`src/rtl/ext_access_pkg.sv`:
```
package ext_access_pkg;
	localparam int ADDR_W = 16;
	localparam int DATA_W = 16;
	// partition covering special-purpose and program memory (bounds are plain defaults)
	localparam logic [ADDR_W-1:0] PART_LO = 16'h2000;
	localparam logic [ADDR_W-1:0] PART_HI = 16'h7FFF;
	// external bus timing in core clocks
	localparam logic [3:0] ADDR_CYCLES = 4'h1;
	localparam logic [3:0] DATA_CYCLES = 4'h2;
	localparam logic [1:0] PIN_PORT = 2'h0;
	localparam logic [1:0] PIN_LATCH = 2'h1;
	localparam logic [1:0] PIN_VALID = 2'h2;

	typedef enum logic [1:0]
	{
		ST_IDLE = 2'b00,
		ST_ADDR = 2'b01,
		ST_DATA = 2'b10,
		ST_DONE = 2'b11
	} bus_state_t;

	typedef struct packed
	{
		logic valid;
		logic write;
		logic wide;
		logic [ADDR_W-1:0] addr;
		logic [DATA_W-1:0] wdata;
	} mem_req_t;

	typedef struct packed
	{
		logic done;
		logic external;
		logic [DATA_W-1:0] rdata;
	} mem_rsp_t;
endpackage : ext_access_pkg

```
`src/rtl/external_access_strobe_ctl.sv`:
```
// Behaviour
// RULE1 - the address latch strobe is high only during an external cycle, never for internal accesses.
// RULE2 - the latch strobe rises at the start of each external cycle while the address is on the bus.
// RULE3 - partition accesses go internal when the latched strap is high and external when low.
// RULE4 - accesses outside the partition are routed without regard to the strap.
// RULE5 - the strap is sampled only at reset release and later changes are ignored.
// RULE6 - a programming-level strap at reset release selects programming mode; the board supplies it.
// RULE7 - the active-low address valid output stays low for the whole external cycle and rises at its end.
// RULE8 - the address goes out on the muxed lines first, then 8- or 16-bit data moves on them.
// RULE9 - the shared pin is latch strobe, address valid or a port bit, as configured.
`timescale 1ns/1ps
module external_access_strobe_ctl
	import ext_access_pkg::*;
#(
	parameter logic [ADDR_W-1:0] PART_LOW = PART_LO,
	parameter logic [ADDR_W-1:0] PART_HIGH = PART_HI
)
(
	input wire logic clock,
	input wire logic rst,
	input wire logic external_access_strap_n,
	input wire logic strapProgLevel,
	input wire logic [1:0] pinMode,
	input wire logic port5_bit0,
	input wire logic extMemAll,
	input wire mem_req_t req,
	output mem_rsp_t rsp,
	output logic reqReady,
	output logic progMode,
	input wire logic [DATA_W-1:0] busIn,
	output logic [DATA_W-1:0] muxed_addr_data_bus,
	output logic [DATA_W-1:0] busOe,
	output logic sharedPin,
	output logic [DATA_W-1:0] intAddr,
	output logic intStrobe
);
	bus_state_t state_r, state_nxt;
	logic [3:0] cnt_r, cnt_nxt;
	mem_req_t cur_r, cur_nxt;
	mem_rsp_t rsp_r, rsp_nxt;
	logic [DATA_W-1:0] bus_r, bus_nxt;
	logic [DATA_W-1:0] oe_r, oe_nxt;
	logic pin_r, pin_nxt;
	logic ready_r, ready_nxt;
	logic [DATA_W-1:0] iaddr_r, iaddr_nxt;
	logic istb_r, istb_nxt;
	logic armed_r, armed_nxt;
	logic strapHigh;
	logic progLatched;
	logic inPart;
	logic goExt;
	logic latchOn, validOn;

	strap_latch u_strap
	(
		.clock(clock),
		.rst(rst),
		.strapLevel(external_access_strap_n),
		.strapProgLevel(strapProgLevel),
		.strapHigh(strapHigh),
		.progMode(progLatched)
	);

	always_comb
	begin
		inPart = (req.addr >= PART_LOW) && (req.addr <= PART_HIGH);
		if (inPart)
			goExt = ~strapHigh; // [RULE3]
		else
			goExt = extMemAll; // [RULE4]
	end

	always_comb
	begin
		state_nxt = state_r;
		cnt_nxt = cnt_r;
		cur_nxt = cur_r;
		rsp_nxt = rsp_r;
		rsp_nxt.done = 1'b0;
		bus_nxt = bus_r;
		oe_nxt = oe_r;
		ready_nxt = ready_r;
		iaddr_nxt = iaddr_r;
		istb_nxt = 1'b0;
		armed_nxt = 1'b1;
		latchOn = 1'b0;
		validOn = 1'b0;
		case (state_r)
			ST_IDLE:
			begin
				oe_nxt = '0;
				// ready waits one clock so the strap and programming level are latched first
				ready_nxt = armed_r && !progLatched; // [RULE6]
				if (req.valid && ready_r && !progLatched)
				begin
					cur_nxt = req;
					ready_nxt = 1'b0;
					if (goExt)
					begin
						state_nxt = ST_ADDR;
						cnt_nxt = ADDR_CYCLES;
						bus_nxt = req.addr; // [RULE8]
						oe_nxt = '1;
						// strobe and address leave the flops on the same edge
						latchOn = 1'b1; // [RULE2]
						validOn = 1'b1; // [RULE7]
					end
					else
					begin
						iaddr_nxt = req.addr;
						istb_nxt = 1'b1;
						state_nxt = ST_DONE;
						rsp_nxt.external = 1'b0;
						rsp_nxt.rdata = busIn;
					end
				end
			end
			ST_ADDR:
			begin
				validOn = 1'b1;
				cnt_nxt = cnt_r - 4'h1;
				if (cnt_r == 4'h1)
				begin
					state_nxt = ST_DATA;
					cnt_nxt = DATA_CYCLES;
					bus_nxt = cur_r.wdata;
					// narrow writes drive only the low byte
					oe_nxt = cur_r.write ? (cur_r.wide ? 16'hFFFF : 16'h00FF) : 16'h0000; // [RULE8]
				end
			end
			ST_DATA:
			begin
				validOn = 1'b1; // [RULE7]
				cnt_nxt = cnt_r - 4'h1;
				if (cnt_r == 4'h1)
				begin
					state_nxt = ST_DONE;
					oe_nxt = '0;
					rsp_nxt.external = 1'b1;
					rsp_nxt.rdata = cur_r.wide ? busIn : {8'h00, busIn[7:0]};
				end
			end
			ST_DONE:
			begin
				rsp_nxt.done = 1'b1;
				ready_nxt = 1'b1;
				state_nxt = ST_IDLE;
			end
			default:
			begin
				state_nxt = ST_IDLE;
			end
		endcase
		// shared pin: strobe, address valid or port bit
		case (pinMode)
			PIN_LATCH: pin_nxt = latchOn; // [RULE1] [RULE9]
			PIN_VALID: pin_nxt = ~(validOn && state_nxt != ST_DONE); // [RULE7] [RULE9]
			default: pin_nxt = port5_bit0; // [RULE9]
		endcase
	end

	always_ff @(posedge clock or posedge rst)
	begin
		if (rst)
		begin
			state_r <= ST_IDLE;
			cnt_r <= 4'h0;
			cur_r <= '0;
			rsp_r <= '0;
			bus_r <= '0;
			oe_r <= '0;
			pin_r <= 1'b0;
			ready_r <= 1'b0;
			iaddr_r <= '0;
			istb_r <= 1'b0;
			armed_r <= 1'b0;
		end
		else
		begin
			state_r <= state_nxt;
			cnt_r <= cnt_nxt;
			cur_r <= cur_nxt;
			rsp_r <= rsp_nxt;
			bus_r <= bus_nxt;
			oe_r <= oe_nxt;
			pin_r <= pin_nxt;
			ready_r <= ready_nxt;
			iaddr_r <= iaddr_nxt;
			istb_r <= istb_nxt;
			armed_r <= armed_nxt;
		end
	end

	assign rsp = rsp_r;
	assign reqReady = ready_r;
	assign progMode = progLatched; // [RULE6]
	assign muxed_addr_data_bus = bus_r;
	assign busOe = oe_r;
	assign sharedPin = pin_r;
	assign intAddr = iaddr_r;
	assign intStrobe = istb_r;
endmodule : external_access_strobe_ctl

```
`src/rtl/strap_latch.sv`:
```
`timescale 1ns/1ps
module strap_latch
	import ext_access_pkg::*;
(
	input wire logic clock,
	input wire logic rst,
	input wire logic strapLevel,
	input wire logic strapProgLevel,
	output logic strapHigh,
	output logic progMode
);
	logic rstSeen_r, rstSeen_nxt;
	logic strapHigh_r, strapHigh_nxt;
	logic progMode_r, progMode_nxt;

	always_comb
	begin
		rstSeen_nxt = 1'b0;
		strapHigh_nxt = strapHigh_r;
		progMode_nxt = progMode_r;
		// capture only on the first clock after reset release
		if (rstSeen_r)
		begin
			strapHigh_nxt = strapLevel; // [RULE5]
			progMode_nxt = strapProgLevel; // [RULE6]
		end
	end

	always_ff @(posedge clock or posedge rst)
	begin
		if (rst)
		begin
			rstSeen_r <= 1'b1;
			strapHigh_r <= 1'b1;
			progMode_r <= 1'b0;
		end
		else
		begin
			rstSeen_r <= rstSeen_nxt;
			strapHigh_r <= strapHigh_nxt;
			progMode_r <= progMode_nxt;
		end
	end

	assign strapHigh = strapHigh_r;
	assign progMode = progMode_r;
endmodule : strap_latch

```
`config.mk`:
```
export PLATFORM = sky130hd
export DESIGN_NAME = external_access_strobe_ctl
export DESIGN_NICKNAME = d
export VERILOG_FILES = /design/src/rtl/ext_access_pkg.sv /design/src/rtl/external_access_strobe_ctl.sv /design/src/rtl/strap_latch.sv
export SDC_FILE = /design/constraint.sdc
export NUM_CORES = 1
export LEC_CHECK = 0
export ABC_AREA = 1
export BUFFER_PORTS_ARGS = -buffer_cell sky130_fd_sc_hd__buf_4
export CORE_UTILIZATION = 48
export CTS_BUF_LIST = sky130_fd_sc_hd__clkbuf_4 sky130_fd_sc_hd__clkbuf_8 sky130_fd_sc_hd__clkbuf_16
export DETAILED_ROUTE_END_ITERATION = 7
export GPL_ROUTABILITY_DRIVEN = 0
export GPL_TIMING_DRIVEN = 1
export PLACE_DENSITY = 0.74
export SYNTH_ARGS = -nofsm -noshare
export SYNTH_HDL_FRONTEND = slang
export SYNTH_SLANG_ARGS = --single-unit
```
`constraint.sdc`:
```
create_clock -name clock -period 3.4 [get_ports clock]
set_clock_uncertainty 0.2 [all_clocks]
set_input_delay 0.34 -clock clock [delete_from_list [all_inputs] [get_ports clock]]
set_output_delay 0.34 -clock clock [all_outputs]
set_load 0.03 [all_outputs]
```
# == Yosys cells after proc, flatten, opt, wreduce, memory -nomap -nowiden ==
# Index checks and enable logic that the tools add are counted.
# totals
ff_bits,97
output_inout_bits,70
word_cells,91
# op_classes
add_sub_neg,1
order_cmp,2
eq_ne,12
mux,37
n_bitwise,3
reduce_logical,18
# ops
op,count
$mux 16,10
$mux 17,3
$pmux 16 s3,1
$pmux 17 s2,1
$pmux 16 s2,1
$ge 16x14->1 const B,1
$le 16x15->1 const B,1
$mux 4,3
$ne 2x2->1 const B,6
$pmux 4 s3,1
$mux 1,9
$reduce_and 3->1,3
$mux 2,4
$pmux 2 s4,1
$reduce_and 4->1,2
$eq 2x2->1 const B,3
$pmux 1 s2,3
$reduce_bool 2->1,3
$logic_and 1x1->1,5
$eq 2x1->1 const B,2
$eq 4x1->1 const B,1
$sub 4x1->4 const B,1
$not 1->1,3
$reduce_bool 3->1,1
other kinds (4),4

# == Depth between registers and ports, before layout ==
# depth
ltp_word,10
mapped_depth,12
depth_no_buf,12

# == Modules after synthesis ==
# A second synthesis with hierarchy kept.
# unflattened
cells_unflattened,446
area_unflattened_um2,3870.0
# modules_own_cells
module,instances,cells_each,area_per_inst_um2,seq_area_each_um2
external_access_strobe_ctl,1,434,3758.6,2001.9
strap_latch,1,12,111.4,77.6

# == Worst setup path after synthesis ==
# OpenSTA, ideal clock, no wires.
# synth_path
path_type,flip-flop to flip-flop
from,reg state_r[1]
to,reg rsp_r (netlist bit rsp[16])
setup_ps,129
arrival_ps,1539
path_slack_ps,1532
path_stages_with_launch,11
path_buffers,1
synth_period_minus_slack_ps,1868
cell_sequence,dfrtp_1 -> inv_1 -> ha_1 -> inv_2 -> nor3_4 -> nand3_1 -> nand2_1 -> o21ai_2 -> buf_2 -> nand2_1 -> o21ai_1
# synth_via
elab_chain_cells,3
elab_cells_between_ends,8
cone_classes,eq/ne: 4; mux: 1; reduce/logical: 3
# synth_rtl
element,line_no,source
"start, declared",external_access_strobe_ctl.sv:37,"bus_state_t state_r, state_nxt;"
"start signal, assigned",external_access_strobe_ctl.sv:180,state_r <= state_nxt;
$eq 2x2->1 or $logic_not 2->1 (tied branches),external_access_strobe_ctl.sv:88,case (state_r)
$ne 2x2->1 (no line) or $reduce_bool 2->1 (tied branches),-,
$reduce_and 4->1 (no line),-,
"end signal, assigned",external_access_strobe_ctl.sv:183,rsp_r <= rsp_nxt;
"end, declared",external_access_strobe_ctl.sv:40,"mem_rsp_t rsp_r, rsp_nxt;"
# Parallel ways exist; a longest one is shown, timed or not.
# A chain may end at the register's enable or synchronous reset.

# == Worst setup path after layout ==
# layout_path
from,reg state_r[1]
to,reg rsp_r (netlist bit rsp[15])
# Same word-level chain as after synthesis.

==> results.json <==
{
  "setup-violations-final": 0,
  "cts.reportedPaths.clkPinSlew_ps": 70,
  "syn_avg_cell_area_sq_um": 8.393,
  "run_status": "finished clean",
  "ys.warnings.count": 0,
  "cts_made_buffers": 9,
  "comb_power_share": 0.492,
  "placement.setup.worst_slack_ps": 877.6,
  "core.rowCount": 32,
  "reg2reg_slack_ps": 840,
  "root_buffer": "clkbuf_8",
  "drtPass1Iterations": 6,
  "ant_nets": 0,
  "tritoncts": "done",
  "critPathArrivalTime_ps": 2540,
  "placed_cells": 657,
  "vdd.ir_drop.worst_uv": 475.6,
  "power.net_switching_w": 0.002154,
  "yosys.cell_types.count": 26,
  "count_of_mapped_cells_out_of_synthesis": 452,
  "routed_wl_microns": 8662,
  "design.final.nets": 658,
  "ctsHtreeMaxLevel": 3,
  "detail_route.wl_per_cell_microns": 12.41,
  "die_h_microns": 90.90,
  "period_share": 0.7523,
  "layout_cell_share_with_drive_strength_beyond_1": 0.2718,
  "syn-cell-area_sq_um": 3794,
  "grt_remaining_overflow": 0,
  "final.hold.worst_slack_ps": 25.36,
  "global_routing_usage_summed_across_all_routing_layers": 0.2225,
  "routed_via_density": 4.749,
  "timing.final.hold_violations": 0,
  "syn_nets": 519,
  "crit_top_cell": "nand2_1",
  "clock_latency_ps": 350,
  "critical_path.slowest_cell": "dfrtp_1",
  "finish.utilization": 0.6738,
  "setup-tns-final_ps": 0,
  "p_per_area_nw_per_um2": 934.8,
  "internal_power_w": 0.002688,
  "report.final.slew_viol_count": 0,
  "drt_iter0_drc": 101,
  "worst_r2r_startpoint": "state_r[1]",
  "dp_hpwl_microns": 6096,
  "cts_sinks": 83,
  "grt_max_degree": 35,
  "drv.max_cap_violation_count": 0,
  "crit_path_max_incr_delay_ps": 430,
  "first_pass_grt_wire_length_microns": 14680,
  "die_area_sq_um": 8263,
  "gate_family_responsible_for_the_most_delay_along_the_worst_path": "simple AND/OR/NAND/NOR gates",
  "critical_path.n_buffers_inverters": 2,
  "critical_path.reg2reg.endpoint": "rsp[15]",
  "synth_seq_cells": 83,
  "finalCriticalPeriod_ps": 2558,
  "initial_core_util": 0.4935,
  "max-clock-path-buffers": 2,
  "fillerInstances": 644,
  "io_buffer_count": 128,
  "worst_setup_path_start_kind": "register",
  "worst-r2r-cell-count": 9,
  "postCtsResizedCells": 0,
  "worst_slew_margin_rel": 0.1559,
  "fmaxAchievable_mhz": 391.0,
  "data_required_time_at_the_worst_endpoint_ps": 3380,
  "hold_path.startpoint": "req[33]",
  "grt_setup_unrepaired": "no",
  "number_of_antenna_violations_at_the_first_check_in_global_routing": 0,
  "crit_path_max_fanout": 34,
  "timing_worst_slew_pin_value_ps": 1266,
  "end_kind": "register",
  "core_area_sq_um": 7687,
  "p_clk_frac": 0.153,
  "worstHoldPathType": "input port to register",
  "hold_end": "cur_r[33]",
  "routed-via-count": 3315,
  "yosysSeqAreaShare": 0.5482,
  "critical_path.cell_chain": "inv_1, ha_1, inv_2, nor3_4, nand3_1, nand2_1, o21ai_2, nand2_1, o21ai_1",
  "leakage_power_nw": 2.800,
  "whs_path_depth": 3,
  "setup.worst_path.class": "register to register",
  "final_critical_path_setup_slack_ps": 842.3,
  "insertedDiodeCount": 0,
  "netSwitchingFraction": 0.4448,
  "syn_to_final_growth_pct": 36.54,
  "grt_pass1_vias": 3180,
  "seq_power_share": 0.355,
  "layoutNonFillerInstCount": 698,
  "drcViolationCount": 0,
  "dieWidth_microns": 90.90,
  "num_io_pins": 129
}
[worst max path at each step]
stage,startpoint,endpoint,slack (ps),cells past startpoint
after CTS,state_r[0],rsp[15],850,9
final,state_r[1],rsp[15],840,9
after global placement,state_r[1],muxed_addr_data_bus[11],980,7
after floorplan,rst,armed_r,730,1
after global routing,state_r[1],rsp[11],620,9
after detailed placement,state_r[1],rsp[15],880,9
[power groups by stage]
| stage | Sequential, W | Clock (W) | Combinational (W) |
|---|---|---|---|
| after floorplan | 0.00228 | 0 | 0.00103 |
| after global placement | 0.00172 | 0 | 0.00230 |
| after detailed placement | 0.00173 | 0 | 0.00236 |
| after CTS | 0.00172 | 0.000761 | 0.00239 |
| after global routing | 0.00177 | 0.000801 | 0.00259 |
| final | 0.00172 | 0.000741 | 0.00238 |
[cells in the final DEF (no fill, tap or decap), types with 2 or more instances in the layout]
cell           Yosys  layout
o21ai_1           34      34
a21oi_1            8       8
clkbuf_8           0      11
dfrtp_1           81      81
inv_2              2       2
a21oi_2            2       2
nor2_1             5       5
buf_4             15     133
o21ai_0           38      38
dlygate4sd3_1      0      25
nand2_1          164     164
nand3_1            9       9
inv_1             56      55
clkbuf_4           0       2
conb_1             2       2
ha_1               8       8
dfstp_2            2       2
a31oi_1            2       2
nand2_2            2       2
[kinds of logic after synthesis]
kind of cell,after synthesis,synth area share
other cells,2,0.001980
xor+xnor,1,0.002309
simple gates,183,0.1900
compound gates,87,0.1201
flops,83,0.5482
buf+inv,88,0.1111
fa+ha+maj,8,0.02639
[timing repair]
action                    in CTS  in global routing
hold endpoints to repair      52                  0
setup buffers                  0                  0
hold buffers                  25                  0
[final cells by class]
type	count	area (sq um)	area share
clock inverter	3	46.29	0.008937
tap	102	127.6	0.02464
sequential	83	2079	0.4014
inverter	58	219.0	0.04227
timing repair buffer	158	1249	0.2411
clock buffer	13	166.4	0.03213
multi-input combinational	281	1292	0.2495
[sequential cells by signal, indices dropped and copies added, names as in the netlist, 2 cells and up]
name / flops
state_r: 2
cnt_r: 4
cur_r: 18
busOe: 2
muxed_addr_data_bus: 16
rsp: 18
intAddr: 16
[stage by stage]
step / total power, W / area [sq um]
floorplan: 0.003313 / 3794
global placement: 0.004025 / 4717
detailed placement: 0.004092 / 4717
CTS: 0.004869 / 5180
global route: 0.005167 / 5180
finish: 0.004842 / 5180
[layer usage]
metal  track usage  up-vias  share of wire
li1              -     1667              -
met5             0        -              0
met1        0.3002     1539           0.45
met2        0.3523       93           0.49
met3       0.04125       16          0.044
met4       0.09656        0          0.022
[Yosys cell counts, drive strengths merged]
cell | n | area share
nand3 | 9 | 0.012
ha | 8 | 0.026
a31oi | 2 | 0.0033
dfstp | 2 | 0.014
o21ai | 73 | 0.097
dfrtp | 81 | 0.53
inv | 58 | 0.057
o31ai | 1 | 0.0020
clkbuf | 7 | 0.0069
nand4 | 1 | 0.0017
nor3 | 1 | 0.0043
o21a | 1 | 0.0023
nand2 | 166 | 0.17
nor2 | 6 | 0.0066
buf | 23 | 0.047
conb | 2 | 0.0020
xor2 | 1 | 0.0023
a21oi | 10 | 0.015
[worst register-to-register path, cell delays in order (launching register included)]
cell,delay [ps]
dfrtp_1,430
inv_1,120
ha_1,260
inv_2,110
nor3_4,180
nand3_1,330
nand2_1,170
o21ai_2,340
nand2_1,180
o21ai_1,80
Power figures use the tool's default switching activity.
